### src/hw/pds_pkg.sv
// constants for the pll output divider sync block
//------------------------------------------------------------
// Overview of operation
//------------------------------------------------------------
// Overview of operation
// - During a sync event every output divider is aligned to the feedback divider output.
// - The multi-function sync pin lets the external controller request synchronization.
// - A software sync bit serves as an alternative request source to the pin.
// - In the first aligned mode one chosen output divider is placed in the feedback path.
// - In the second aligned mode a delay matching the output dividers follows the feedback divider.
// - With aligned mode off the feedback divider output goes straight to the phase detector.
// - Without aligned mode outputs still keep cycle alignment to the feedback divider while locked.
// - Pin and software bit are ORed, retimed to the input clock and then to the feedback divider output.
// - After a rising request each divider runs until its output is low, then holds low.
// - On the retimed falling request the dividers are armed and then the clock is released to them.
package pds_pkg;
	localparam int unsigned CLK_PERIOD_NS = 10;
	localparam int unsigned DIV_W = 8;
	localparam int unsigned NUM_OUT = 4;
	localparam int unsigned DLY_W = 4;
	localparam logic [1:0] MODE_OFF = 2'h0;
	localparam logic [1:0] MODE_LOOP_DIV = 2'h1;
	localparam logic [1:0] MODE_DELAY = 2'h2;
	localparam logic [DIV_W-1:0] DIV_ONE = 8'h01;
	localparam logic [DIV_W-1:0] CNT_ZERO = 8'h00;
	localparam logic [DLY_W-1:0] DLY_ZERO = 4'h0;
	typedef enum logic [1:0] {
		ST_IDLE = 2'b00,
		ST_INIT = 2'b01,
		ST_ARM = 2'b10,
		ST_RELEASE = 2'b11
	} pds_state_e;
endpackage : pds_pkg

### src/hw/pds_out_div.sv
// one output divider with freeze and arm control
`timescale 1ns/1ns
module pds_out_div #(
	parameter int unsigned DIV_W = pds_pkg::DIV_W
) (
	input wire logic mclk,
	input wire logic rstn,
	input wire logic [DIV_W-1:0] ratio,
	input wire logic freeze_req,
	input wire logic arm,
	input wire logic clk_gate,
	output logic div_out,
	output logic frozen
);
	logic [DIV_W-1:0] cnt_q, cnt_d;
	logic out_q, out_d;
	logic frz_q, frz_d;
	logic [DIV_W-1:0] half;
	assign half = ratio >> 1;
	always_comb begin
		cnt_d = cnt_q;
		out_d = out_q;
		frz_d = frz_q;
		if (arm) begin
			cnt_d = pds_pkg::CNT_ZERO;
			out_d = 1'b0;
			frz_d = 1'b0;
		end else if (clk_gate && !frz_q) begin
			if (ratio <= pds_pkg::DIV_ONE) begin
				out_d = ~out_q;
			end else if (cnt_q >= ratio - pds_pkg::DIV_ONE) begin
				cnt_d = pds_pkg::CNT_ZERO;
				out_d = 1'b1;
			end else begin
				cnt_d = cnt_q + pds_pkg::DIV_ONE;
				if (cnt_q + pds_pkg::DIV_ONE == half) begin
					out_d = 1'b0;
				end
			end
			// stop once the output has fallen from high to low
			if (freeze_req && out_q && !out_d) begin
				frz_d = 1'b1;
			end
			if (freeze_req && !out_q) begin
				frz_d = 1'b1;
				out_d = 1'b0;
				cnt_d = cnt_q;
			end
		end
	end
	always_ff @(posedge mclk or negedge rstn) begin
		if (!rstn) begin
			cnt_q <= pds_pkg::CNT_ZERO;
			out_q <= 1'b0;
			frz_q <= 1'b0;
		end else begin
			cnt_q <= cnt_d;
			out_q <= out_d;
			frz_q <= frz_d;
		end
	end
	assign div_out = out_q;
	assign frozen = frz_q;
	property p_frozen_low;
		@(posedge mclk) disable iff (!rstn)
		frz_q |-> !out_q;
	endproperty
	a_frozen_low: assert property (p_frozen_low) else $error("frozen divider output not low");
	property p_frozen_hold;
		@(posedge mclk) disable iff (!rstn)
		(frz_q && !arm) |=> (frz_q && $stable(cnt_q));
	endproperty
	a_frozen_hold: assert property (p_frozen_hold) else $error("frozen divider moved");
endmodule : pds_out_div

### src/hw/pds_sync_top.sv
// sync request retiming, divider alignment and feedback path select
`timescale 1ns/1ns
module pds_sync_top #(
	parameter int unsigned NUM_OUT = pds_pkg::NUM_OUT,
	parameter int unsigned DIV_W = pds_pkg::DIV_W,
	parameter int unsigned DLY_W = pds_pkg::DLY_W
) (
	input wire logic mclk,
	input wire logic rstn,
	input wire logic multi_function_sync_pin,
	input wire logic sw_sync_wr,
	input wire logic sw_sync_wdata,
	output logic software_sync_bit,
	input wire logic [DIV_W-1:0] feedback_ratio,
	input wire logic [NUM_OUT*DIV_W-1:0] out_ratio,
	input wire logic [1:0] reference_aligned_output_mode,
	input wire logic [$clog2(NUM_OUT)-1:0] loop_div_sel,
	input wire logic [DLY_W-1:0] match_delay,
	output logic [NUM_OUT-1:0] div_out,
	output logic feedback_divider,
	output logic phase_detector_fb,
	output logic [1:0] sync_state,
	output logic all_frozen
);
	// ------------------------------------------------------------
	// software sync bit and request combine
	// ------------------------------------------------------------
	logic sw_q, sw_d;
	logic pin_m_q, pin_s_q;
	logic req_m_q, req_s_q;
	logic req_fb_q, req_fb_d;
	logic fb_prev_q;
	logic fb_edge;
	always_comb begin
		sw_d = sw_q;
		if (sw_sync_wr) begin
			sw_d = sw_sync_wdata;
		end
	end
	always_ff @(posedge mclk or negedge rstn) begin
		if (!rstn) begin
			sw_q <= 1'b0;
			pin_m_q <= 1'b0;
			pin_s_q <= 1'b0;
			req_m_q <= 1'b0;
			req_s_q <= 1'b0;
		end else begin
			sw_q <= sw_d;
			pin_m_q <= multi_function_sync_pin;
			pin_s_q <= pin_m_q;
			req_m_q <= pin_s_q | sw_q;
			req_s_q <= req_m_q;
		end
	end
	assign software_sync_bit = sw_q;
	// ------------------------------------------------------------
	// feedback divider and retime to its output
	// ------------------------------------------------------------
	logic [DIV_W-1:0] fcnt_q, fcnt_d;
	logic fout_q, fout_d;
	always_comb begin
		fcnt_d = fcnt_q + pds_pkg::DIV_ONE;
		fout_d = fout_q;
		if (fcnt_q >= feedback_ratio - pds_pkg::DIV_ONE) begin
			fcnt_d = pds_pkg::CNT_ZERO;
			fout_d = 1'b1;
		end else if (fcnt_q + pds_pkg::DIV_ONE == (feedback_ratio >> 1)) begin
			fout_d = 1'b0;
		end
		if (feedback_ratio <= pds_pkg::DIV_ONE) begin
			fcnt_d = pds_pkg::CNT_ZERO;
			fout_d = ~fout_q;
		end
	end
	assign fb_edge = fout_q && !fb_prev_q;
	always_comb begin
		req_fb_d = req_fb_q;
		if (fb_edge) begin
			req_fb_d = req_s_q;
		end
	end
	always_ff @(posedge mclk or negedge rstn) begin
		if (!rstn) begin
			fcnt_q <= pds_pkg::CNT_ZERO;
			fout_q <= 1'b0;
			fb_prev_q <= 1'b0;
			req_fb_q <= 1'b0;
		end else begin
			fcnt_q <= fcnt_d;
			fout_q <= fout_d;
			fb_prev_q <= fout_q;
			req_fb_q <= req_fb_d;
		end
	end
	assign feedback_divider = fout_q;
	// ------------------------------------------------------------
	// sync state machine
	// ------------------------------------------------------------
	pds_pkg::pds_state_e st_q, st_d;
	logic arm;
	logic freeze_req;
	logic clk_gate;
	logic [NUM_OUT-1:0] frozen;
	always_comb begin
		st_d = st_q;
		case (st_q)
			pds_pkg::ST_IDLE: begin
				if (req_fb_q) begin
					st_d = pds_pkg::ST_INIT;
				end
			end
			pds_pkg::ST_INIT: begin
				if (!req_fb_q && (&frozen)) begin
					st_d = pds_pkg::ST_ARM;
				end
			end
			pds_pkg::ST_ARM: begin
				st_d = pds_pkg::ST_RELEASE;
			end
			pds_pkg::ST_RELEASE: begin
				st_d = pds_pkg::ST_IDLE;
			end
			default: begin
				st_d = pds_pkg::ST_IDLE;
			end
		endcase
	end
	always_ff @(posedge mclk or negedge rstn) begin
		if (!rstn) begin
			st_q <= pds_pkg::ST_IDLE;
		end else begin
			st_q <= st_d;
		end
	end
	assign freeze_req = (st_q == pds_pkg::ST_INIT);
	// release follows the request that falls on a feedback edge, once all dividers are frozen, so outputs restart aligned to it
	assign arm = (st_q == pds_pkg::ST_ARM);
	assign clk_gate = (st_q != pds_pkg::ST_ARM);
	assign sync_state = st_q;
	assign all_frozen = &frozen;
	// ------------------------------------------------------------
	// output dividers
	// ------------------------------------------------------------
	genvar gi;
	generate
		for (gi = 0; gi < NUM_OUT; gi++) begin : g_div
			pds_out_div #(
				.DIV_W(DIV_W)
			) u_div (
				.mclk(mclk),
				.rstn(rstn),
				.ratio(out_ratio[gi*DIV_W +: DIV_W]),
				.freeze_req(freeze_req),
				.arm(arm),
				.clk_gate(clk_gate),
				.div_out(div_out[gi]),
				.frozen(frozen[gi])
			);
		end
	endgenerate
	// ------------------------------------------------------------
	// phase detector feedback path select
	// ------------------------------------------------------------
	localparam logic [DLY_W-1:0] DLY_STEP = DLY_W'(1);
	logic [(1<<DLY_W)-1:0] dly_q, dly_d;
	logic fb_mux;
	always_comb begin
		dly_d = {dly_q[(1<<DLY_W)-2:0], fout_q};
	end
	always_ff @(posedge mclk or negedge rstn) begin
		if (!rstn) begin
			dly_q <= '0;
		end else begin
			dly_q <= dly_d;
		end
	end
	always_comb begin
		case (reference_aligned_output_mode)
			pds_pkg::MODE_LOOP_DIV: fb_mux = div_out[loop_div_sel];
			pds_pkg::MODE_DELAY: fb_mux = (match_delay == pds_pkg::DLY_ZERO) ? fout_q : dly_q[match_delay - DLY_STEP];
			default: fb_mux = fout_q;
		endcase
	end
	assign phase_detector_fb = fb_mux;
	// ------------------------------------------------------------
	// checks
	// ------------------------------------------------------------
	property p_or_combine;
		@(posedge mclk) disable iff (!rstn)
		req_m_q == $past(pin_s_q | sw_q);
	endproperty
	a_or_combine: assert property (p_or_combine) else $error("request not ORed");
	property p_fb_retime;
		@(posedge mclk) disable iff (!rstn)
		!fb_edge |=> $stable(req_fb_q);
	endproperty
	a_fb_retime: assert property (p_fb_retime) else $error("request changed off feedback edge");
	property p_idle_free;
		@(posedge mclk) disable iff (!rstn)
		(st_q == pds_pkg::ST_IDLE) |-> (frozen == '0);
	endproperty
	a_idle_free: assert property (p_idle_free) else $error("dividers held in idle");
	property p_start_init;
		@(posedge mclk) disable iff (!rstn)
		(st_q == pds_pkg::ST_IDLE && req_fb_q) |=> st_q == pds_pkg::ST_INIT;
	endproperty
	a_start_init: assert property (p_start_init) else $error("no init on request");
	property p_arm_release;
		@(posedge mclk) disable iff (!rstn)
		(st_q == pds_pkg::ST_ARM) |=> (st_q == pds_pkg::ST_RELEASE && clk_gate);
	endproperty
	a_arm_release: assert property (p_arm_release) else $error("arm not followed by release");
	property p_complete;
		@(posedge mclk) disable iff (!rstn)
		(st_q == pds_pkg::ST_INIT && !req_fb_q && (&frozen)) |=> arm;
	endproperty
	a_complete: assert property (p_complete) else $error("no arm on falling request");
	property p_armed_low;
		@(posedge mclk) disable iff (!rstn)
		arm |=> (div_out == '0);
	endproperty
	a_armed_low: assert property (p_armed_low) else $error("outputs not aligned low after arm");
	property p_direct_fb;
		@(posedge mclk) disable iff (!rstn)
		(reference_aligned_output_mode == pds_pkg::MODE_OFF) |-> phase_detector_fb == fout_q;
	endproperty
	a_direct_fb: assert property (p_direct_fb) else $error("direct path broken");
	property p_loop_div;
		@(posedge mclk) disable iff (!rstn)
		(reference_aligned_output_mode == pds_pkg::MODE_LOOP_DIV) |-> phase_detector_fb == div_out[loop_div_sel];
	endproperty
	a_loop_div: assert property (p_loop_div) else $error("loop divider not selected");
	property p_sw_write;
		@(posedge mclk) disable iff (!rstn)
		sw_sync_wr |=> software_sync_bit == $past(sw_sync_wdata);
	endproperty
	a_sw_write: assert property (p_sw_write) else $error("software bit not written");
endmodule : pds_sync_top

### config.mk
export PLATFORM = sky130hd
export DESIGN_NAME = pds_sync_top
export DESIGN_NICKNAME = d
export VERILOG_FILES = /design/src/hw/pds_pkg.sv /design/src/hw/pds_out_div.sv /design/src/hw/pds_sync_top.sv
export SDC_FILE = /design/constraint.sdc
export NUM_CORES = 1
export LEC_CHECK = 0
export BUFFER_PORTS_ARGS = -buffer_cell sky130_fd_sc_hd__buf_4
export CAP_MARGIN = 20
export CORE_ASPECT_RATIO = 0.7
export CORE_MARGIN = 3
export CORE_UTILIZATION = 47
export CTS_CLUSTER_DIAMETER = 80
export DETAILED_ROUTE_END_ITERATION = 10
export PLACE_DENSITY = 0.67
export SETUP_SLACK_MARGIN = 0.15
export SYNTH_ARGS = -nofsm -noshare
export SYNTH_HDL_FRONTEND = slang
export SYNTH_HIERARCHICAL = 1
export SYNTH_SLANG_ARGS = --single-unit
### constraint.sdc
create_clock -name mclk -period 3.1 [get_ports mclk]
set_input_delay 0.465 -clock mclk [delete_from_list [all_inputs] [get_ports mclk]]
set_output_delay 0.465 -clock mclk [all_outputs]
set_load 0.005 [all_outputs]
# Word-level counts from Yosys, hierarchy flattened
# Index checks and enable logic that the tools add are counted.
# word_totals
output_inout_bits	10
in_bits	53
register_bits	74
elab_cells	208
# classes
n_mux	82
bitwise_logic	6
eq_ne	21
order_cmp	12
addsub	11
reduce_logical	53
# op_table
cell	n
8-bit two-way mux	22
1-bit two-way mux	54
8-bit by 1-bit adder with 8-bit output (second input constant)	5
8-bit by 7-bit == test with 1-bit output	5
8-bit greater-or-equal comparator	5
8-bit by 1-bit less-or-equal comparator with 1-bit output (second input constant)	5
8-bit by 1-bit subtractor with 8-bit output (second input constant)	5
2-bit != test (second input constant)	11
1-bit logical AND	18
3-bit nonzero test	5
1-bit zero test	14
3-bit AND reduction	4
2-bit AND reduction	5
2-bit case mux with 4 select lines	1
2-bit nonzero test	4
2-bit == test (second input constant)	3
4-bit by 5-bit less-than comparator with 1-bit output (second input constant)	1
1-bit inverter	5
1-bit binary-select mux with 4-bit select	1
2-bit by 1-bit == test with 1-bit output (second input constant)	2
4-bit zero test	1
2-bit two-way mux	2
4-bit AND reduction	1
4-bit by 1-bit subtractor with 4-bit output (second input constant)	1
other kinds (5)	5

# Logic depth before layout (Yosys ltp)
# Gate-level depths: netlist of the first run.
# depth
depth_word	13
mapped_depth	12

# Hierarchy
# The synthesis of the first run kept the hierarchy.
# by_module_without_submodules
mod	cells_each	area_each_um2	n_inst
pds_out_div (g_div[1].u_div ...)	128	1056.0	2
pds_out_div (g_div[0].u_div ...)	125	1051.0	2
pds_sync_top	162	1880.6	1

# Worst setup path after synthesis of the first run
# Ideal clock, no wire load.
# synth_timing
kind	input-to-reg
startpoint	input out_ratio[13]
endpoint	register g_div[1].u_div.cnt_q[2]
slack_ns	0.507
path_stages	8
n_path_buf	0
setup_time_ns	0.082
t_arrival_ns	2.511
path_cell_list	or4_4 -> nor4_1 -> xnor2_1 -> ha_1 -> a21o_1 -> a311oi_2 -> or2b_1 -> a31oi_1
# synth_between
elab_chain_len	7
elab_cells_between_ends	10
classes_between	1 x add/sub; 2 x order compare; 1 x eq/ne; 5 x mux; 1 x reduce/logical
# synth_rtl
item	line_no	source
start, declared	pds_sync_top.sv:15	input wire logic [NUM_OUT*DIV_W-1:0] out_ratio,
8-bit by 1-bit subtractor with 8-bit output	pds_out_div.sv:31	end else if (cnt_q >= ratio - pds_pkg::DIV_ONE) begin
8-bit greater-or-equal comparator	pds_out_div.sv:31	
8-bit two-way mux	pds_out_div.sv:31	
8-bit two-way mux	pds_out_div.sv:29	if (ratio <= pds_pkg::DIV_ONE) begin
8-bit two-way mux	pds_out_div.sv:44	if (freeze_req && !out_q) begin
8-bit two-way mux	pds_out_div.sv:28	end else if (clk_gate && !frz_q) begin
8-bit two-way mux	pds_out_div.sv:24	if (arm) begin
end signal, assigned	pds_out_div.sv:53	cnt_q <= pds_pkg::CNT_ZERO;
end signal, assigned	pds_out_div.sv:57	cnt_q <= cnt_d;
end, declared	pds_out_div.sv:15	logic [DIV_W-1:0] cnt_q, cnt_d;
# Several ways; a longest one is shown, not always the timed one. The select of a mux whose other input is x is not followed.
# A chain may end at the register's enable or synchronous reset.

# Worst setup path in the final report of the first run
# Same ends and word-level chain as after synthesis.

==> impl_metrics.ini, run 1 <==
[finish]
n_antenna_cell = 0
drive_above_1_share_pct = 15.6
area_growth_syn_to_layout_pct = 15.1
multi_input_comb_area_um2 = 4030
final_util_pct = 55.9
seqCellArea_um2 = 1830
nets = 846
most-common-layout-cells = 73 x dfrtp_1, 66 x buf_4, 63 x ha_1
fill_cells = 1153
postLayoutCellArea_um2 = 7010
mostFrequentLayoutCell = dfrtp_1
instances_no_fill = 895

[flow_run]
drv_cap = 0

[synthesis]
ys_seq_area_share_pct = 30.0
yosysTopAreaCellShare_pct = 30.0
synth_fp_nets = 784
syn_inst = 668
ys_warn_count = 6
synth_edf_count = 0
syn-mean-instance-area_um2 = 9.12
synthFlopType = dfrtp_1
ys_types = 63
ys_seq_elements = 73
synthesis.area_um2 = 6090
synthTopCellsByArea = dfrtp_1 30%, ha_1 13%, xnor2_1 6.9%, a21oi_1 3.2%, xor2_1 3.2%
synthArstFlopShare_pct = 100
yosys.area.top_type = dfrtp_1

[timing]
hold_slack_ps = 241
min_period_ps = 2660
max_freq_mhz = 376
max_slew.worst_pin.slew_ps = 910
clock_skew_ps = 7.62
post-route-period-util_pct = 85.8
finalSetupViolations = 0
slew_headroom_pct = 39.3
hold_viol = 0
finalSetupTns_ps = 0
maxSlewViolCount = 0
rsz0062_at_grt = false

[cts]
cts_setup_buffers = 0
cts_resized = 0
root_buffer = clkbuf_16
hold_buffers = 0
cts_tree = yes
clockBufferDepth = 2
clk_pin_slew_ps = 50
cts.sinks = 73
numCtsBuffers = 9
cts_max_level = 3
clk_latency_ps = 340

[pwr]
p_comb_share_pct = 44.9
p_per_area_nw_per_um2 = 668
switchingPower_mw = 1.83
p_leak_nw = 3.08
netSwitchingFraction_pct = 39.1
peakVddDrop_mv = 0.305
p_seq_share_pct = 32.4
p_clk_share_pct = 22.7
p_int_mw = 2.85

[routing]
num_vias = 5197
routedWlPerCell_um = 15.4
drt_iter0_markers = 452
drt-total-wl_um = 13800
drc = 0
routed_via_density = 5.81
drtPass1Iterations = 5
ant_nets = 0

[critical_path]
crit_arrival_ps = 2910
cp_data_required_time_ps = 3350
end_kind = flip-flop
crit_type = input port to flip-flop
setup.worst_path.start_class = input port
critical_path.max_fanout = 12

[placement]
place_inst = 881
dp_hpwl_um = 10600
placement.io_buffers = 62
gp_congestion = 0.844
dpl_cell_area_um2 = 6720

[grt]
grt_antenna_before_repair = 0
grt_max_degree = 74
grt_remaining_overflow = 0
grt_util_all_layers_pct = 19.5
grt_pass1_wl_um = 23000
grt_pass1_vias = 4831

[floorplan]
die_h_um = 101
ios = 63
rows = 34
die_w_um = 142
core_area_um2 = 12500
dieArea_um2 = 14400
start_util_pct = 48.6

[status]
status = completed

[worst_hold_path]
hp-class = input port to flip-flop
==> per-layer routing <==
metal  up-vias  GRT usage, %  share of wire [%]
met1      2497          28.6                 50
li1       2571             -                  -
met4         0          4.65               0.77
met5         -             0                  0
met2       115          29.5                 45
met3        14          4.15                4.3
==> metrics by stage <==
step | total power, mW | worst slack, ps
floorplan | 3.04 | 507
global placement | 3.54 | 207
detailed placement | 3.61 | 132
CTS | 4.71 | 453
global route | 5.08 | 289
finish | 4.69 | 440
==> path summary, 6_finish.rpt <==
check,from,end,cells past startpoint,slack [ps]
max,out_ratio[13],g_div[1].u_div/cnt_q[2],10,440
min,multi_function_sync_pin,pin_m_q,1,240
max reg2reg,sync_state[0],g_div[3].u_div/cnt_q[2],9,540
min reg2reg,pin_m_q,pin_s_q,0,350
max in group asynchronous,rstn,g_div[1].u_div/cnt_q[0],1,2240
min in group asynchronous,rstn,dly_q[15],1,250
==> worst max-delay path: stages <==
cell	delay, ps
buf_4	130
or4_4	570
nor4_1	250
xnor2_1	180
ha_1	290
a21o_1	210
a311oi_2	200
buf_4	220
or2b_1	230
a31oi_1	160
==> synthesized netlist by cell type (all sizes together), types with 3 or more instances <==
library cell,n
a211o,4
a211oi,9
a21o,12
a21oi,39
a22o,5
a311oi,4
a31oi,28
a32oi,4
and2,5
and3,7
and4,9
buf,7
clkbuf,8
dfrtp,73
ha,63
inv,44
mux2i,5
mux4,5
nand2,45
nand2b,8
nand3,23
nand3b,7
nand4,4
nand4b,3
nor2,53
nor2b,10
nor3,12
nor3b,5
nor4,16
o21a,4
o21ai,35
o31ai,3
or2,3
or3,5
or4,7
xnor2,48
xor2,22
==> cell type report <==
| cell class | count | share of cell area (%) |
|---|---|---|
| flip-flops and latches | 73 | 26.0 |
| multi-input cells | 536 | 57.4 |
| repair buffers | 66 | 7.06 |
| clock buffers | 10 | 3.26 |
| inverters | 44 | 2.35 |
| well taps | 162 | 2.89 |
| clock inverters | 4 | 0.999 |
==> state kept, by name, indices dropped and copies added (netlist names) <==
signal / count
software_sync_bit: 1
pin_m_q: 1
req_m_q: 1
pin_s_q: 1
g_div.u_div/cnt_q: 32
sync_state: 2
fcnt_q: 8
g_div.u_div/frozen: 4
g_div.u_div/div_out: 4
req_s_q: 1
dly_q: 16
req_fb_q: 1
feedback_divider: 1
==> power groups by stage <==
stage	clock (mW)	sequential, mW	combinational, mW
global route	1.14	1.57	2.38
floorplan	0	1.41	1.63
detailed placement	0	1.53	2.08
finish	1.07	1.52	2.10
CTS	1.10	1.52	2.10
global placement	0	1.52	2.02
==> logic make-up after synthesis <==
logic type | count (synthesis) | synth area share (%)
flops | 73 | 30.0
simple gates | 226 | 21.2
xor+xnor | 72 | 10.8
buf+inv | 59 | 3.98
mux | 12 | 3.04
fa+ha+maj | 63 | 12.9
compound gates | 163 | 18.0
No activity file was read; power rests on OpenSTA's default activity.
==> inputs of run 2 (changes only) <==
Settings changed: CELL_PAD_IN_SITES_DETAIL_PLACEMENT from default to 0, CELL_PAD_IN_SITES_GLOBAL_PLACEMENT from default to 2, CORE_UTILIZATION 47 to 38, PLACE_DENSITY 0.67 to 0.83.
==> run 2 against run 1 <==
Against the previous run:
- sequential power barely moved
- final area rose by 1.1%
- core utilization fell by 10 points
- count of clock-buffer cells in the layout did not move
- via count fell by 1.6%
- first-iteration DRC count fell by 44%
- cell count rose by 4.5%
- combinational power barely moved
- sequential share of layout area fell by 0.28 points
- die area rose by 22%
- global-route usage fell by 2.8 points
- critical endpoint is now g_div[3].u_div/cnt_q[2]
- largest power group unchanged
==> impl_metrics.ini, run 2 (synthesis gave the netlist of run 1 again) <==
[cts]
cts.sinks = 73
cts_tree = yes
cts_max_level = 3
root_buffer = clkbuf_16
numCtsBuffers = 9
hold_buffers = 0
cts_setup_buffers = 0
clk_pin_slew_ps = 60
clk_latency_ps = 330
cts_resized = 0
clockBufferDepth = 2

[finish]
area_growth_syn_to_layout_pct = 16.4
nets = 846
postLayoutCellArea_um2 = 7090
largest_reg_flops = 32
mostFrequentLayoutCell = dfrtp_1
fill_cells = 1557
seqCellArea_um2 = 1830
n_antenna_cell = 0
largestRegisters = g_div.u_div/cnt_q (32), dly_q (16), fcnt_q (8)
final_util_pct = 45.5
regMostFlops = g_div.u_div/cnt_q
multi_input_comb_area_um2 = 4030
most-common-layout-cells = 73 x dfrtp_1, 66 x buf_4, 63 x ha_1
drive_above_1_share_pct = 15.9

[timing]
maxSlewViolCount = 0
max_slew.worst_pin.slew_ps = 935
hold_slack_ps = 244
max_freq_mhz = 377
finalSetupTns_ps = 0
slew_headroom_pct = 37.7
clock_skew_ps = 6.80
finalSetupViolations = 0
hold_viol = 0
rsz0062_at_grt = false
post-route-period-util_pct = 85.5
min_period_ps = 2650

[grt]
grt_remaining_overflow = 0
grt_pass1_vias = 4873
grt_antenna_before_repair = 0
grt_pass1_wl_um = 24200
grt_util_all_layers_pct = 16.7
grt_max_degree = 74

[floorplan]
rows = 38
dieArea_um2 = 17600
core_area_um2 = 15600
start_util_pct = 39.1
die_w_um = 157
die_h_um = 112
ios = 63

[routing]
drt-total-wl_um = 14400
drtPass1Iterations = 5
drc = 0
num_vias = 5116
routedWlPerCell_um = 15.4
drt_iter0_markers = 254
routed_via_density = 5.47
ant_nets = 0

[pwr]
p_leak_nw = 3.09
peakVddDrop_mv = 0.276
p_per_area_nw_per_um2 = 672
power.total_mw = 4.77

[critical_path]
crit_arrival_ps = 2910
worst-path-buf-inv = 2
critPathSlowestCell = or4_4
setup.worst_path.start_class = input port
end_kind = flip-flop
crit_type = input port to flip-flop
path_cells = buf_4, or4_4, nor4_1, xnor2_1, ha_1, a21o_1, a311oi_2, buf_4, or2b_1, a31oi_1
critical_path.most_common_cell = buf_4
critical_path.max_fanout = 12
cp_data_required_time_ps = 3350
crit_family = simple AND/OR/NAND/NOR gates
slowest_delay_ps = 570

[placement]
dp_hpwl_um = 11200
placement.io_buffers = 62
gp_congestion = 0.852
dpl_cell_area_um2 = 6760

[status]
status = completed

[worst_hold_path]
hp-class = input port to flip-flop

[flow_run]
drv_cap = 0
## run 2: changes by cell type in the layout (fill, tap and decap cells not counted), sizes merged
cell      delta
clkinvlp     +1
inv          +1
## run 2: cell type report
class                           instances  share of cell area (%)
Sequential cell                        73                    25.8
Clock inverter                          6                    1.27
Timing Repair Buffer                   66                    6.99
Tap cell                              200                    3.53
Inverter                               44                    2.33
Clock buffer                           10                    3.37
Multi-Input combinational cell        536                    56.8
## run 2: power by group
group / internal (mW) / switching, mW
combinational: 0.952 / 1.15
sequential: 1.21 / 0.320
clock: 0.729 / 0.408
## run 2: final timing paths
kind	startpoint	endpoint	slack (ps)	cells after the start
worst min-delay path	multi_function_sync_pin	pin_m_q	240	1
worst max register to register	sync_state[0]	g_div[1].u_div/cnt_q[2]	510	10
worst min register to register	pin_m_q	pin_s_q	350	0
worst max-delay path	out_ratio[29]	g_div[3].u_div/cnt_q[2]	450	10
max in group asynchronous	rstn	g_div[3].u_div/cnt_q[5]	2210	1
min in group asynchronous	rstn	dly_q[13]	280	1
## run 2: routing by layer
layer	vias up	global-route usage (%)	wire (µm)
li1	2580	-	-
met1	2465	26.2	7790
met2	65	23.8	6080
met3	6	3.46	465
met4	0	3.06	72
met5	-	0	0
## run 2: stage by stage
stage          cells  worst slack (ps)
2_1_floorplan    668               507
3_3_place_gp     919               158
3_5_place_dp     919               136
4_1_cts          935               472
5_1_grt          935               274
6_report         935               449
